--- config.mk ---
export PLATFORM = sky130hd
export DESIGN_NAME = adc_window_compare
export DESIGN_NICKNAME = d
export VERILOG_FILES = /design/src/shared/adc_window_pkg.sv /design/src/rtl/adc_window_cmp.sv /design/src/rtl/adc_window_compare.sv
export VERILOG_INCLUDE_DIRS = /design/src /design/src/shared
export SDC_FILE = /design/constraint.sdc
export NUM_CORES = 1
export LEC_CHECK = 0
export ABC_AREA = 1
export BUFFER_PORTS_ARGS = -buffer_cell sky130_fd_sc_hd__buf_2
export CAP_MARGIN = 20
export CORE_MARGIN = 1.5
export CORE_UTILIZATION = 50
export CTS_CLUSTER_DIAMETER = 120
export CTS_CLUSTER_SIZE = 28
export DETAILED_ROUTE_END_ITERATION = 10
export GPL_ROUTABILITY_DRIVEN = 0
export PLACE_DENSITY = 0.81
export REMOVE_ABC_BUFFERS = 1
export SETUP_SLACK_MARGIN = 0.3
export SYNTH_ARGS = -nofsm -noshare
export SYNTH_HDL_FRONTEND = slang
export SYNTH_SLANG_ARGS = --single-unit
--- constraint.sdc ---
create_clock -name clk_sys -period 2 [get_ports clk_sys]
set_input_delay 0.4 -clock clk_sys [delete_from_list [all_inputs] [get_ports clk_sys]]
set_output_delay 0.4 -clock clk_sys [all_outputs]
set_load 0.02 [all_outputs]
--- src/shared/adc_window_defines.svh ---
// Register indices, field positions, reset values of the window comparator.
// Assumes byte address = index * 4 on a 32-bit APB bus.
`ifndef ADC_WINDOW_DEFINES_SVH
`define ADC_WINDOW_DEFINES_SVH

// Register indices
`define IDX_TRACK 10'h0BA
`define IDX_RESULT_LOW 10'h0BD
`define IDX_RESULT_HIGH 10'h0BE
`define IDX_UPPER_LOW 10'h0C3
`define IDX_UPPER_HIGH 10'h0C4
`define IDX_LOWER_LOW 10'h0C5
`define IDX_LOWER_HIGH 10'h0C6
`define IDX_CTRL 10'h0E8
`define IDX_IRQ_STATUS 10'h0F0
`define IDX_IRQ_MASK 10'h0F1

// Reset values
`define RST_TRACK 8'hFF
`define RST_CTRL 8'h00
`define RST_UPPER 16'hFFFF
`define RST_LOWER 16'h0000
`define RST_MASK 8'h00
`define RST_RESULT 16'h0000

// Control register bits
`define CTRL_EN_BIT 7
`define CTRL_BURST_BIT 6
`define CTRL_WIN_BIT 3
`define CTRL_LJST_BIT 2

// Tracking register fields
`define TRK_PWR_MSB 7
`define TRK_PWR_LSB 4
`define TRK_TM_MSB 3
`define TRK_TM_LSB 2
`define TRK_TK_MSB 1
`define TRK_TK_LSB 0

// Interrupt status bits
`define STAT_WIN_BIT 0
`define STAT_DONE_BIT 1
`define STAT_USED 8'h03

// Converter result width and left-justify padding
`define RES_BITS 12
`define RES_PAD 4

`endif

--- src/shared/adc_window_pkg.sv ---
// Types shared by the window comparator design.
// Assumes nothing beyond a SystemVerilog compiler.
package adc_window_pkg;
  typedef logic [15:0] word_t;
  typedef logic [7:0] byte_t;
  // Which way the window flag reports
  typedef enum logic [1:0] {
    WIN_OUTSIDE = 2'b01,
    WIN_INSIDE = 2'b10
  } win_mode_t;
  // Placement of the converter result in the word
  typedef enum logic [1:0] {
    JUST_RIGHT = 2'b01,
    JUST_LEFT = 2'b10
  } just_t;
endpackage

--- src/rtl/adc_window_cmp.sv ---
// Window comparator: one-cycle hit pulse per valid sample that meets the selected window condition.
// Assumes sample, limits and valid come from logic on clk_sys.
module adc_window_cmp #(
  parameter int WIDTH = 16
) (
  input wire logic clk_sys,
  input wire logic rst_b,
  input wire logic sample_valid,
  input wire logic [WIDTH-1:0] sample,
  input wire logic [WIDTH-1:0] upper,
  input wire logic [WIDTH-1:0] lower,
  output adc_window_pkg::win_mode_t mode,
  output logic hit_pulse
);
  import adc_window_pkg::*;

  logic hit_r;
  logic hit_nxt;
  logic in_win;
  logic out_win;

  generate
    if (WIDTH < 2)
    begin : g_bad_width
      $error("adc_window_cmp: WIDTH must be at least 2");
    end
  endgenerate

  // Mode follows the ordering of the two limits
  assign mode = (lower > upper) ? WIN_INSIDE : WIN_OUTSIDE;
  // Strictly between limits, equality excluded
  assign in_win = (sample > upper) && (sample < lower);
  // Below smaller bound or above larger bound
  assign out_win = (sample < lower) || (sample > upper);

  // Pulse on each new sample meeting the selected condition
  always_comb
  begin
    hit_nxt = 1'b0;
    if (sample_valid)
    begin
      unique case (mode)
        WIN_INSIDE: hit_nxt = in_win;
        WIN_OUTSIDE: hit_nxt = out_win;
      endcase
    end
  end

  always_ff @(posedge clk_sys or negedge rst_b)
  begin
    if (!rst_b)
      hit_r <= 1'b0;
    else
      hit_r <= hit_nxt;
  end

  assign hit_pulse = hit_r;
endmodule

--- src/rtl/adc_window_compare.sv ---
// Converter window detector with APB register slave and interrupt.
// Assumes conversion results arrive on clk_sys with a one-cycle valid strobe.
// Functional notes
// - Every new result word is compared to both limits automatically and a match sets the flag.
// - Software can read the window flag, so it serves polling as well as interrupts.
// - Each limit is a 16-bit value held in a high-byte and a low-byte register.
// - Whether the flag means inside or outside the window follows only from the limit values.
// - Right-justified single-ended results compare as 12-bit unsigned numbers.
// - Inside detection needs the result strictly above the upper limit and below the lower one.
// - Outside detection needs the result strictly below the smaller or above the larger bound.
// - Left-justified results compare the same way, with limits in the same justification.
`include "adc_window_defines.svh"

module adc_window_compare #(
  parameter int ADDR_W = 12
) (
  input wire logic clk_sys,
  input wire logic rst_b,
  // APB slave
  input wire logic [ADDR_W-1:0] paddr,
  input wire logic psel,
  input wire logic penable,
  input wire logic pwrite,
  input wire logic [31:0] pwdata,
  input wire logic [3:0] pstrb,
  output logic [31:0] prdata,
  output logic pready,
  output logic pslverr,
  // Converter result
  input wire logic [`RES_BITS-1:0] conv_data,
  input wire logic conv_valid,
  // Controls toward the converter
  output logic converter_enable,
  output logic burst_mode_enable,
  output logic left_justify,
  output logic [3:0] burst_powerup_time,
  output logic [1:0] track_mode_field,
  output logic [1:0] post_track_time_field,
  // Status
  output logic window_hit_flag,
  output adc_window_pkg::win_mode_t window_mode,
  output logic irq
);
  import adc_window_pkg::*;

  // Refuse widths the fixed decode cannot serve
  generate
    if (ADDR_W < 12)
    begin : g_bad_addr
      $error("adc_window_compare: ADDR_W must be at least 12");
    end
    if (`RES_BITS + `RES_PAD != 16)
    begin : g_bad_result
      $error("adc_window_compare: result and padding must fill 16 bits");
    end
  endgenerate

  // Register index of a byte address
  function automatic logic [9:0] reg_index(input logic [ADDR_W-1:0] addr);
    reg_index = addr[11:2];
  endfunction

  // True when the address selects the given register
  function automatic logic reg_hit(input logic [ADDR_W-1:0] addr, input logic [9:0] idx);
    logic upper_zero;
    upper_zero = 1'b1;
    for (int i = 12; i < ADDR_W; i++)
    begin
      if (addr[i])
        upper_zero = 1'b0;
    end
    reg_hit = upper_zero && (addr[1:0] == 2'h0) && (reg_index(addr) == idx);
  endfunction

  // Register state
  byte_t track_r, track_nxt;
  byte_t ctrl_r, ctrl_nxt;
  word_t upper_r, upper_nxt;
  word_t lower_r, lower_nxt;
  word_t result_r, result_nxt;
  byte_t stat_r, stat_nxt;
  byte_t mask_r, mask_nxt;
  logic win_flag_r, win_flag_nxt;

  // Bus state
  logic [31:0] prdata_r, prdata_nxt;
  logic pslverr_r, pslverr_nxt;
  logic rd_stat_r, rd_stat_nxt;

  // Bus decode and datapath nets
  logic setup_ph;
  logic access_ph;
  logic wr_en;
  logic mapped;
  byte_t rd_byte;
  byte_t wr_byte;
  word_t sample_word;
  logic hit_pulse;
  just_t just_sel;

  // APB phases, zero wait states
  assign setup_ph = psel && !penable;
  assign access_ph = psel && penable;
  assign pready = access_ph;
  assign wr_en = access_ph && pwrite && pstrb[0] && !pslverr_r;
  assign wr_byte = pwdata[7:0];

  // Justification of the incoming result
  assign just_sel = ctrl_r[`CTRL_LJST_BIT] ? JUST_LEFT : JUST_RIGHT;

  // Result word as seen by software and the comparator
  always_comb
  begin
    sample_word = {{`RES_PAD{1'b0}}, conv_data};
    unique case (just_sel)
      JUST_RIGHT: sample_word = {{`RES_PAD{1'b0}}, conv_data};
      JUST_LEFT: sample_word = {conv_data, {`RES_PAD{1'b0}}};
    endcase
  end

  // Comparator on the live sample, hit one cycle after conv_valid
  adc_window_cmp #(
    .WIDTH(16)
  ) u_cmp (
    .clk_sys(clk_sys),
    .rst_b(rst_b),
    .sample_valid(conv_valid),
    .sample(sample_word),
    .upper(upper_r),
    .lower(lower_r),
    .mode(window_mode),
    .hit_pulse(hit_pulse)
  );

  // Read multiplexer, decoded in the setup phase
  always_comb
  begin
    rd_byte = 8'h00;
    mapped = 1'b1;
    if (reg_hit(paddr, `IDX_TRACK))
      rd_byte = track_r;
    else if (reg_hit(paddr, `IDX_CTRL))
      rd_byte = ctrl_r | ({7'h00, win_flag_r} << `CTRL_WIN_BIT);
    else if (reg_hit(paddr, `IDX_RESULT_HIGH))
      rd_byte = result_r[15:8];
    else if (reg_hit(paddr, `IDX_RESULT_LOW))
      rd_byte = result_r[7:0];
    else if (reg_hit(paddr, `IDX_UPPER_HIGH))
      rd_byte = upper_r[15:8];
    else if (reg_hit(paddr, `IDX_UPPER_LOW))
      rd_byte = upper_r[7:0];
    else if (reg_hit(paddr, `IDX_LOWER_HIGH))
      rd_byte = lower_r[15:8];
    else if (reg_hit(paddr, `IDX_LOWER_LOW))
      rd_byte = lower_r[7:0];
    else if (reg_hit(paddr, `IDX_IRQ_STATUS))
      rd_byte = stat_r;
    else if (reg_hit(paddr, `IDX_IRQ_MASK))
      rd_byte = mask_r;
    else
      mapped = 1'b0;
  end

  // Bus answer captured at setup, held through the access phase
  always_comb
  begin
    prdata_nxt = prdata_r;
    pslverr_nxt = pslverr_r;
    rd_stat_nxt = rd_stat_r;
    // Decode once, at the setup edge
    if (setup_ph)
    begin
      prdata_nxt = {24'h000000, rd_byte};
      pslverr_nxt = !mapped;
      rd_stat_nxt = !pwrite && reg_hit(paddr, `IDX_IRQ_STATUS);
    end
  end

  // Bus answer registers
  always_ff @(posedge clk_sys or negedge rst_b)
  begin
    if (!rst_b)
    begin
      prdata_r <= 32'h00000000;
      pslverr_r <= 1'b0;
      rd_stat_r <= 1'b0;
    end
    else
    begin
      prdata_r <= prdata_nxt;
      pslverr_r <= pslverr_nxt;
      rd_stat_r <= rd_stat_nxt;
    end
  end

  // Read data and error only while the access phase lasts
  assign prdata = access_ph ? prdata_r : 32'h00000000;
  assign pslverr = access_ph && pslverr_r;

  // Software-written registers
  always_comb
  begin
    track_nxt = track_r;
    ctrl_nxt = ctrl_r;
    upper_nxt = upper_r;
    lower_nxt = lower_r;
    mask_nxt = mask_r;
    if (wr_en)
    begin
      if (reg_hit(paddr, `IDX_TRACK))
        track_nxt = wr_byte;
      if (reg_hit(paddr, `IDX_CTRL))
      begin
        // Flag bit lives in its own register
        ctrl_nxt[`CTRL_EN_BIT] = wr_byte[`CTRL_EN_BIT];
        ctrl_nxt[`CTRL_BURST_BIT] = wr_byte[`CTRL_BURST_BIT];
        ctrl_nxt[`CTRL_LJST_BIT] = wr_byte[`CTRL_LJST_BIT];
      end
      if (reg_hit(paddr, `IDX_UPPER_HIGH))
        upper_nxt[15:8] = wr_byte;
      if (reg_hit(paddr, `IDX_UPPER_LOW))
        upper_nxt[7:0] = wr_byte;
      if (reg_hit(paddr, `IDX_LOWER_HIGH))
        lower_nxt[15:8] = wr_byte;
      if (reg_hit(paddr, `IDX_LOWER_LOW))
        lower_nxt[7:0] = wr_byte;
      if (reg_hit(paddr, `IDX_IRQ_MASK))
        mask_nxt = wr_byte & `STAT_USED;
    end
  end

  // Software register storage
  always_ff @(posedge clk_sys or negedge rst_b)
  begin
    if (!rst_b)
    begin
      track_r <= `RST_TRACK;
      ctrl_r <= `RST_CTRL;
      upper_r <= `RST_UPPER;
      lower_r <= `RST_LOWER;
      mask_r <= `RST_MASK;
    end
    else
    begin
      track_r <= track_nxt;
      ctrl_r <= ctrl_nxt;
      upper_r <= upper_nxt;
      lower_r <= lower_nxt;
      mask_r <= mask_nxt;
    end
  end

  // Latest result, window flag and sticky interrupt status
  always_comb
  begin
    result_nxt = result_r;
    win_flag_nxt = win_flag_r;
    stat_nxt = stat_r;
    // Every valid sample refreshes the result
    if (conv_valid)
      result_nxt = sample_word;
    // Writing zero clears the flag; a hit in the same cycle wins
    if (wr_en && reg_hit(paddr, `IDX_CTRL) && !wr_byte[`CTRL_WIN_BIT])
      win_flag_nxt = 1'b0;
    if (hit_pulse)
      win_flag_nxt = 1'b1;
    // Status read clears only the bits that were returned
    if (access_ph && rd_stat_r)
      stat_nxt = stat_r & ~prdata_r[7:0];
    if (hit_pulse)
      stat_nxt[`STAT_WIN_BIT] = 1'b1;
    if (conv_valid)
      stat_nxt[`STAT_DONE_BIT] = 1'b1;
  end

  // Result, flag and status storage
  always_ff @(posedge clk_sys or negedge rst_b)
  begin
    if (!rst_b)
    begin
      result_r <= `RST_RESULT;
      win_flag_r <= 1'b0;
      stat_r <= 8'h00;
    end
    else
    begin
      result_r <= result_nxt;
      win_flag_r <= win_flag_nxt;
      stat_r <= stat_nxt;
    end
  end

  // Outputs toward the converter and the processor
  assign converter_enable = ctrl_r[`CTRL_EN_BIT];
  assign burst_mode_enable = ctrl_r[`CTRL_BURST_BIT];
  assign left_justify = ctrl_r[`CTRL_LJST_BIT];
  assign burst_powerup_time = track_r[`TRK_PWR_MSB:`TRK_PWR_LSB];
  assign track_mode_field = track_r[`TRK_TM_MSB:`TRK_TM_LSB];
  assign post_track_time_field = track_r[`TRK_TK_MSB:`TRK_TK_LSB];
  assign window_hit_flag = win_flag_r;
  // Level request from unmasked sticky status
  assign irq = |(stat_r & mask_r);
endmodule

==> impl_metrics.env, run 1 <==
export IMPL_p_leak_nw=3.59
export IMPL_worst_pin_slew_ns=0.514
export IMPL_avgSynthCellArea_um2=7.43
export IMPL_synthToLayoutAreaGrowth_pct=26.2
export IMPL_ys_ff_latch=81
export IMPL_max_slew_margin=0.657
export IMPL_wl_per_cell_um=16.9
export IMPL_min_path_type="input port to register"
export IMPL_clk_pin_slew_worst_paths_ns=0.10
export IMPL_synth_top_family_by_area="simple AND/OR/NAND/NOR gates"
export IMPL_fin_nets=1005
export IMPL_netlist_area_um2=5560
export IMPL_synth_edf_count=0
export IMPL_cts_max_level=3
export IMPL_synth_ff_type="dfrtp_1"
export IMPL_num_vias=5669
export IMPL_worstPathRequired_ns=1.60
export IMPL_synth_cell_types=38
export IMPL_clockBufferDepth=2
export IMPL_antenna_found_initial=0
export IMPL_die_y_um=108
export IMPL_ir_drop_uv=382
export IMPL_cts_made_buffers=9
export IMPL_rows=38
export IMPL_period_minus_slack_ns=2.57
export IMPL_finalCritPeriodShare=1.28
export IMPL_core_um2=10800
export IMPL_yosysSeqAreaShare=0.370
export IMPL_drc=0
export IMPL_grt_max_degree=34
export IMPL_rsz0062_at_grt="true"
export IMPL_grt_pass1_wl_um=26800
export IMPL_synth_mux_area_frac=0
export IMPL_final_instance_count_excl_fill=1037
export IMPL_viasPerCell=5.47
export IMPL_setup_viol=3
export IMPL_fill_cells=877
export IMPL_port_buffers=63
export IMPL_cts_tree="yes"
export IMPL_cts_sinks=81
export IMPL_drt_pass1_iterations=5
export IMPL_yosys_area_share_simple=0.256
export IMPL_outcome="finished, violations left"
export IMPL_synth_yosys_warnings=0
export IMPL_hold_slack_ns=0.296
export IMPL_critPathMaxFanout=3
export IMPL_grt_overflow=0
export IMPL_drive_gt1_frac=0.302
export IMPL_place_inst=1010
export IMPL_synthXorXnorAreaFrac=0
export IMPL_hold_violations=0
export IMPL_start_util=0.513
export IMPL_p_per_area_nw_per_um2=488
export IMPL_drt_initial_drc_count=555
export IMPL_wl_um=17600
export IMPL_arrival_ns=2.17
export IMPL_dieWidth_um=108
export IMPL_critPathLaunchType="register"
export IMPL_fin_ws_ns=-0.566
export IMPL_clk_latency_ns=0.38
export IMPL_dp_hpwl_um=12700
export IMPL_root_buffer="clkbuf_8"
export IMPL_async_reset_ff_frac=1.00
export IMPL_synthesis_instances=749
export IMPL_failed_checks="setup timing"
export IMPL_end_kind="primary output"
export IMPL_diodes=0
export IMPL_synth_compound_area_frac=0.144
export IMPL_drv_slew=0
export IMPL_ios=115
export IMPL_crit_type="register to primary output"
export IMPL_ant_nets=0
export IMPL_cap_violations=0
export IMPL_skew_ns=0.0179
export IMPL_synthAdderAreaFrac=0.106
export IMPL_grt_pass1_vias=5327
export IMPL_grt_total_usage=0.305
export IMPL_design_die_area_um2=11800
export IMPL_fmax_mhz=390
[power by group]
part | internal (W) | switching (W) | total, W | leakage (nW)
sequential | 0.00168 | 0.0000233 | 0.00170 | 0.987
combinational | 0.000149 | 0.000306 | 0.000455 | 2.50
clock | 0.000590 | 0.000674 | 0.00126 | 0.102
total | 0.00242 | 0.00100 | 0.00342 | 3.59
[worst paths after layout]
path                                   from               to  slack (ns)  cells after the start
worst max-delay path             upper_r[7]   window_mode[0]       -0.57                     10
worst min-delay path              pwdata[3]  window_hit_flag        0.30                      3
worst max register to register  upper_r[14]  u_cmp.hit_pulse       -0.23                     13
worst min register to register   upper_r[2]       upper_r[2]        0.50                      2
max in group asynchronous             rst_b       upper_r[4]        1.03                      3
min in group asynchronous             rst_b      prdata_r[4]        0.41                      2
[cell usage after synthesis, types with 6 or more instances]
| cell | count | area [um2] |
|---|---|---|
| ha_1 | 47 | 588 |
| dfrtp_1 | 57 | 1430 |
| o21a_1 | 9 | 67.6 |
| inv_1 | 103 | 387 |
| a21oi_1 | 46 | 230 |
| nor2_1 | 56 | 210 |
| clkbuf_1 | 6 | 22.5 |
| nor3_1 | 10 | 50.1 |
| dfstp_2 | 24 | 631 |
| inv_2 | 7 | 26.3 |
| buf_4 | 24 | 180 |
| nand3_1 | 24 | 120 |
| o21ai_0 | 75 | 375 |
| o21ai_2 | 8 | 70.1 |
| nand4_1 | 11 | 68.8 |
| nand2_1 | 197 | 739 |
[timing repair]
item,in CTS,in global routing
hold buffers,1,0
hold endpoints to repair,12,0
endpoints found under the setup margin,3,8
pin swaps,19,8
resized for setup,47,24
setup buffers,7,3
[cell type report]
type | instances | area (um2) | share of cell area
clock buffers | 9 | 124 | 0.0176
well taps | 140 | 175 | 0.0250
multi-input cells | 542 | 3180 | 0.453
inverters | 112 | 422 | 0.0601
repair buffers | 146 | 983 | 0.140
clock inverters | 7 | 76.3 | 0.0109
flip-flops and latches | 81 | 2060 | 0.293
[flip-flops by register name (all words and copies together), names as in the netlist, 2 cells and up]
| name | flops |
|---|---|
| result_r | 16 |
| prdata_r | 8 |
| stat_r | 8 |
| track_r | 8 |
| ctrl_r | 3 |
| mask_r | 2 |
| lower_r | 16 |
| upper_r | 16 |
[critical path, stage by stage, from the launching register on]
cell and delay, ns:
dfstp_2 0.54, inv_1 0.06, ha_1 0.33, nand2_1 0.11, o21a_1 0.21, nand2_1 0.07
nand2_1 0.06, a21boi_2 0.14, buf_4 0.14, inv_2 0.03, buf_6 0.12
[metrics by stage]
stage / TNS [ns] / setup WS, ns / instance area (um2) / util / total power (W)
finish: -1.35 / -0.566 / 7020 / 0.648 / 0.00342
detailed placement: -0.685 / -0.267 / 6430 / 0.593 / 0.00216
floorplan: -1.40 / -0.661 / 5380 / - / 0.00196
global route: -1.60 / -0.641 / 7020 / 0.648 / 0.00355
global placement: -0.612 / -0.232 / 6430 / 0.593 / 0.00214
CTS: -1.16 / -0.533 / 6890 / 0.636 / 0.00341
[logic make-up after synthesis]
kind of cell	after synthesis
AND/OR/NAND/NOR	325
buffers and inverters	149
AO/OA/AOI/OAI	146
flip-flops	81
adder cells (fa/ha/maj)	47
other	1
[metal layers]
metal / up-vias / global-route usage / part of all wire
met5: - / 0 / 0
met4: 0 / 0.157 / 0.057
met3: 90 / 0.0621 / 0.086
met2: 320 / 0.487 / 0.46
met1: 2604 / 0.390 / 0.39
li1: 2655 / - / -
[cell usage in the layout (no fill, tap or decap), types with 24 or more instances in the layout]
cell	n
a21oi_1	41
o21ai_0	69
buf_4	78
nor2_1	52
inv_1	94
buf_2	60
nand2_1	184
ha_1	35
dfstp_2	24
dfrtp_1	57
conb_1	24
nand3_1	24
(Power assumes the default switching activity.)
==> run 2: changes to the inputs <==
- TNS_END_PERCENT: unset -> 1
==> impl_metrics.env, run 2 (synthesis gave the netlist of run 1 again) <==
export IMPL_crit_type="register to primary output"
export IMPL_crit_chain="inv_2, ha_4, nand4_1, nor3_2, nand2_1, a21boi_1, buf_4, inv_2, buf_6"
export IMPL_critPathMaxFanout=3
export IMPL_port_buffers=63
export IMPL_cap_violations=0
export IMPL_start_util=0.513
export IMPL_cts_sinks=81
export IMPL_crit_buf_inv=4
export IMPL_wl_um=16900
export IMPL_drive_gt1_frac=0.272
export IMPL_hold_slack_ns=0.274
export IMPL_cts_made_buffers=9
export IMPL_top_regs="lower_r (16), result_r (16), upper_r (16)"
export IMPL_p_sw_w=0.000989
export IMPL_pre_cts_ws_ns=-0.267
export IMPL_diodes=0
export IMPL_core_um2=10800
export IMPL_cp_slowest_stage_delay_ns=0.55
export IMPL_dpl_cell_area_um2=6430
export IMPL_drc=0
export IMPL_critPathLaunchType="register"
export IMPL_dp_hpwl_um=12700
export IMPL_final_util=0.628
export IMPL_place_inst=1010
export IMPL_grt_max_degree=34
export IMPL_grt_total_usage=0.294
export IMPL_final_instance_count_excl_fill=1030
export IMPL_rows=38
export IMPL_period_minus_slack_ns=2.58
export IMPL_cts_tree="yes"
export IMPL_skew_ns=0.0177
export IMPL_num_vias=5515
export IMPL_drt_initial_drc_count=418
export IMPL_fin_ws_ns=-0.579
export IMPL_design_die_area_um2=11800
export IMPL_cts_max_level=3
export IMPL_synthToLayoutAreaGrowth_pct=22.4
export IMPL_crit_top_cell="inv_2"
export IMPL_p_per_area_nw_per_um2=499
export IMPL_viasPerCell=5.35
export IMPL_die_y_um=108
export IMPL_root_buffer="clkbuf_8"
export IMPL_end_kind="primary output"
export IMPL_pwr_share_seq=0.501
export IMPL_switching_share=0.291
export IMPL_ir_drop_uv=382
export IMPL_outcome="finished, violations left"
export IMPL_antenna_found_initial=0
export IMPL_fmax_mhz=388
export IMPL_final_cell_mix="nand2_1 (194), inv_1 (94), buf_4 (76), o21ai_0 (71), buf_2 (60)"
export IMPL_finalCritPeriodShare=1.29
export IMPL_final_area_um2=6810
export IMPL_p_leak_nw=3.53
export IMPL_clk_pin_slew_worst_paths_ns=0.09
export IMPL_arrival_ns=2.18
export IMPL_rsz0062_at_grt="true"
export IMPL_setup_viol=3
export IMPL_wl_per_cell_um=16.4
export IMPL_worstPathRequired_ns=1.60
export IMPL_grt_pass1_vias=5200
export IMPL_pwr_share_comb=0.127
export IMPL_clockBufferDepth=2
export IMPL_hold_violations=0
export IMPL_ant_nets=0
export IMPL_grt_overflow=0
export IMPL_max_slew_margin=0.660
export IMPL_min_path_type="input port to register"
export IMPL_drv_slew=0
export IMPL_dieWidth_um=108
export IMPL_critPathTopFamily="flip-flops"
export IMPL_internal_power_w=0.00241
export IMPL_clk_latency_ns=0.38
export IMPL_cpMaxStageDelayCell="dfstp_2"
export IMPL_layout_commonest_cell="nand2_1"
export IMPL_failed_checks="setup timing"
export IMPL_worst_pin_slew_ns=0.509
export IMPL_ios=115
export IMPL_drt_pass1_iterations=5
export IMPL_grt_pass1_wl_um=25800
export IMPL_clkPwrFrac=0.371
export IMPL_fin_nets=998
==> run 2: worst paths after layout <==
kind | startpoint | slack (ns) | to | cells after the start
worst max-delay path | upper_r[14] | -0.58 | window_mode[0] | 9
worst min-delay path | pwdata[3] | 0.27 | window_hit_flag | 3
worst max register to register | ctrl_r[2] | -0.19 | u_cmp.hit_pulse | 13
worst min register to register | result_r[12] | 0.49 | result_r[12] | 2
max in group asynchronous | rst_b | 1.03 | upper_r[4] | 3
min in group asynchronous | rst_b | 0.41 | prdata_r[4] | 2
==> run 2: through the flow <==
| stage | total power (W) | TNS, ns |
|---|---|---|
| floorplan | 0.00196 | -1.40 |
| global placement | 0.00214 | -0.612 |
| detailed placement | 0.00216 | -0.685 |
| CTS | 0.00340 | -1.22 |
| global route | 0.00353 | -1.57 |
| finish | 0.00340 | -1.34 |
==> run 2: repair_timing <==
action	4_1_cts	5_1_grt
gates cloned	0	0
pin swaps	7	5
gates resized for setup	21	15
buffers inserted	2	1
setup endpoints to repair	3	9
endpoints found under the hold margin	12	0
hold buffers	1	0
==> run 2: cell type report <==
type                       count  area [um2]
multi-input combinational    542        3050
fill                         939        4030
timing repair buffer         139         912
sequential                    81        2060
clock buffer                   9         124
clock inverter                 7        76.3
tap                          140         175
inverter                     112         422
==> run 2: worst register-to-register path: stages, from the launching register on <==
cell and delay (ns):
dfrtp_1 0.43, buf_4 0.21, nand2_2 0.12, inv_1 0.08, ha_1 0.32, nand2_1 0.12, nor4_2 0.30, buf_4 0.15
o21ai_0 0.07, nand2_1 0.06, nand2_1 0.06, nor2_1 0.10, nor2_1 0.05, nor2_1 0.07
==> run 2: metal layers <==
metal | vias up | share of wire | track usage
met1 | 2542 | 0.40 | 0.376
met5 | - | 0 | 0
met2 | 275 | 0.47 | 0.472
met4 | 0 | 0.046 | 0.140
met3 | 59 | 0.086 | 0.0621
li1 | 2639 | - | -
==> run 2: power groups by stage <==
stage          Sequential (W)  Combinational [W]  Clock, W
3_3_place_gp          0.00173           0.000411         0
5_1_grt               0.00171           0.000485   0.00133
2_1_floorplan         0.00172           0.000236         0
6_report              0.00170           0.000432   0.00126
4_1_cts               0.00170           0.000428   0.00127
3_5_place_dp          0.00173           0.000422         0
==> run 3: changes to the inputs <==
- CORE_UTILIZATION: 50 -> 55
- PLACE_DENSITY: 0.81 -> 0.84
- clock period: 2 -> 2.9 ns (I/O delays scaled with it)
==> impl_metrics.env, run 3 (synthesis gave the netlist of run 1 again) <==
export IMPL_hold_slack_ns=0.184
export IMPL_num_vias=5276
export IMPL_drt_initial_drc_count=508
export IMPL_wl_per_cell_um=16.2
export IMPL_viasPerCell=5.49
export IMPL_min_path_type="input port to asynchronous set/reset pin"
export IMPL_drc=0
export IMPL_grt_total_usage=0.300
export IMPL_fmax_mhz=359
export IMPL_fin_setup_tns_ns=0
export IMPL_max_slew_margin=0.602
export IMPL_worst_r2r_cell_count=11
export IMPL_cts_sinks=81
export IMPL_cp_startpoint="upper_r[12]"
export IMPL_diodes=0
export IMPL_ios=115
export IMPL_port_buffers=63
export IMPL_r2r_slack_ns=0.56
export IMPL_r2r_start="ctrl_r[2]"
export IMPL_p_per_area_nw_per_um2=369
export IMPL_worstPathRequired_ns=2.32
export IMPL_crit_type="register to primary output"
export IMPL_setup_viol=0
export IMPL_final_cell_mix="nand2_1 (196), inv_1 (97), o21ai_0 (75), buf_2 (60), dfrtp_1 (57)"
export IMPL_antenna_found_initial=0
export IMPL_rsz0062_at_grt="true"
export IMPL_synthToLayoutAreaGrowth_pct=12.8
export IMPL_dpl_cell_area_um2=5930
export IMPL_grt_pass1_vias=5148
export IMPL_p_leak_nw=3.21
export IMPL_cap_violations=0
export IMPL_critPathLaunchType="register"
export IMPL_arrival_ns=2.21
export IMPL_dieWidth_um=104
export IMPL_cts_max_level=3
export IMPL_design_die_area_um2=10700
export IMPL_finalCritPeriodShare=0.961
export IMPL_clk_latency_ns=0.37
export IMPL_final_area_um2=6270
export IMPL_root_buffer="clkbuf_8"
export IMPL_outcome="complete, no violations"
export IMPL_holdBufCountCts=0
export IMPL_finalPower_w=0.00232
export IMPL_hold_violations=0
export IMPL_critPathMaxFanout=3
export IMPL_cts_tree="yes"
export IMPL_rows=36
export IMPL_drv_slew=0
export IMPL_ant_nets=0
export IMPL_clockBufferDepth=2
export IMPL_die_y_um=104
export IMPL_start_util=0.569
export IMPL_core_um2=9770
export IMPL_cts_made_buffers=9
export IMPL_wl_um=15600
export IMPL_end_kind="primary output"
export IMPL_drive_gt1_frac=0.207
export IMPL_clk_pin_slew_worst_paths_ns=0.09
export IMPL_fin_nets=936
export IMPL_period_minus_slack_ns=2.79
export IMPL_ir_drop_uv=249
export IMPL_worst_pin_slew_ns=0.591
export IMPL_grt_max_degree=45
export IMPL_top_regs="lower_r (16), result_r (16), upper_r (16)"
export IMPL_layout_commonest_cell="nand2_1"
export IMPL_grt_pass1_wl_um=25200
export IMPL_cp_endpoint="window_mode[0]"
export IMPL_rr_endpoint="u_cmp.hit_pulse"
export IMPL_skew_ns=0.00723
export IMPL_dp_hpwl_um=11600
export IMPL_grt_overflow=0
export IMPL_drt_pass1_iterations=6
## run 3: timing repair
item	in CTS	in global routing
pin swaps	7	0
buffers inserted	7	0
gates resized for setup	22	1
endpoints found under the setup margin	2	2
## run 3: metal layers
metal | share of wire | global-route usage | vias up
li1 | - | - | 2520
met1 | 0.40 | 0.378 | 2360
met2 | 0.44 | 0.471 | 307
met3 | 0.090 | 0.0629 | 89
met4 | 0.069 | 0.194 | 0
met5 | 0 | 0 | -
## run 3: area by class of cell
class	count	area, um2
fill	839	3500
multi-input combinational	542	2970
sequential	81	2060
timing repair buffer	77	448
inverter	112	427
tap	133	166
clock buffer	10	149
clock inverter	6	53.8
## run 3: critical path: stages (launching register included)
cell      delay (ns)
dfstp_2         0.55
inv_2           0.04
ha_1            0.28
nand4_1         0.16
nor3_2          0.24
nand3_1         0.11
a21boi_2        0.16
buf_4           0.14
inv_2           0.05
buf_6           0.11
## run 3: metrics by stage
step,worst slack (ns),util,cells
after floorplan,0.0592,-,735
after global placement,0.418,0.607,938
after detailed placement,0.400,0.607,938
after CTS,0.140,0.642,961
after global routing,0.00259,0.642,961
final,0.112,0.642,961
## run 3: worst min path at each step
stage | startpoint | endpoint | slack [ns]
final | rst_b | result_r[11] | 0.18
after global routing | rst_b | result_r[11] | 0.21
after detailed placement | result_r[14] | result_r[14] | 0.47
after floorplan | rst_b | ctrl_r[2] | 0.28
after global placement | result_r[12] | result_r[12] | 0.46
after CTS | rst_b | result_r[11] | 0.20
## run 3: power breakdown
group / internal, W / switching (W) / total (W)
registers: 0.00116 / 0.0000164 / 0.00118
clock network: 0.000380 / 0.000484 / 0.000864
logic: 0.0000805 / 0.000196 / 0.000276
total: 0.00162 / 0.000696 / 0.00232
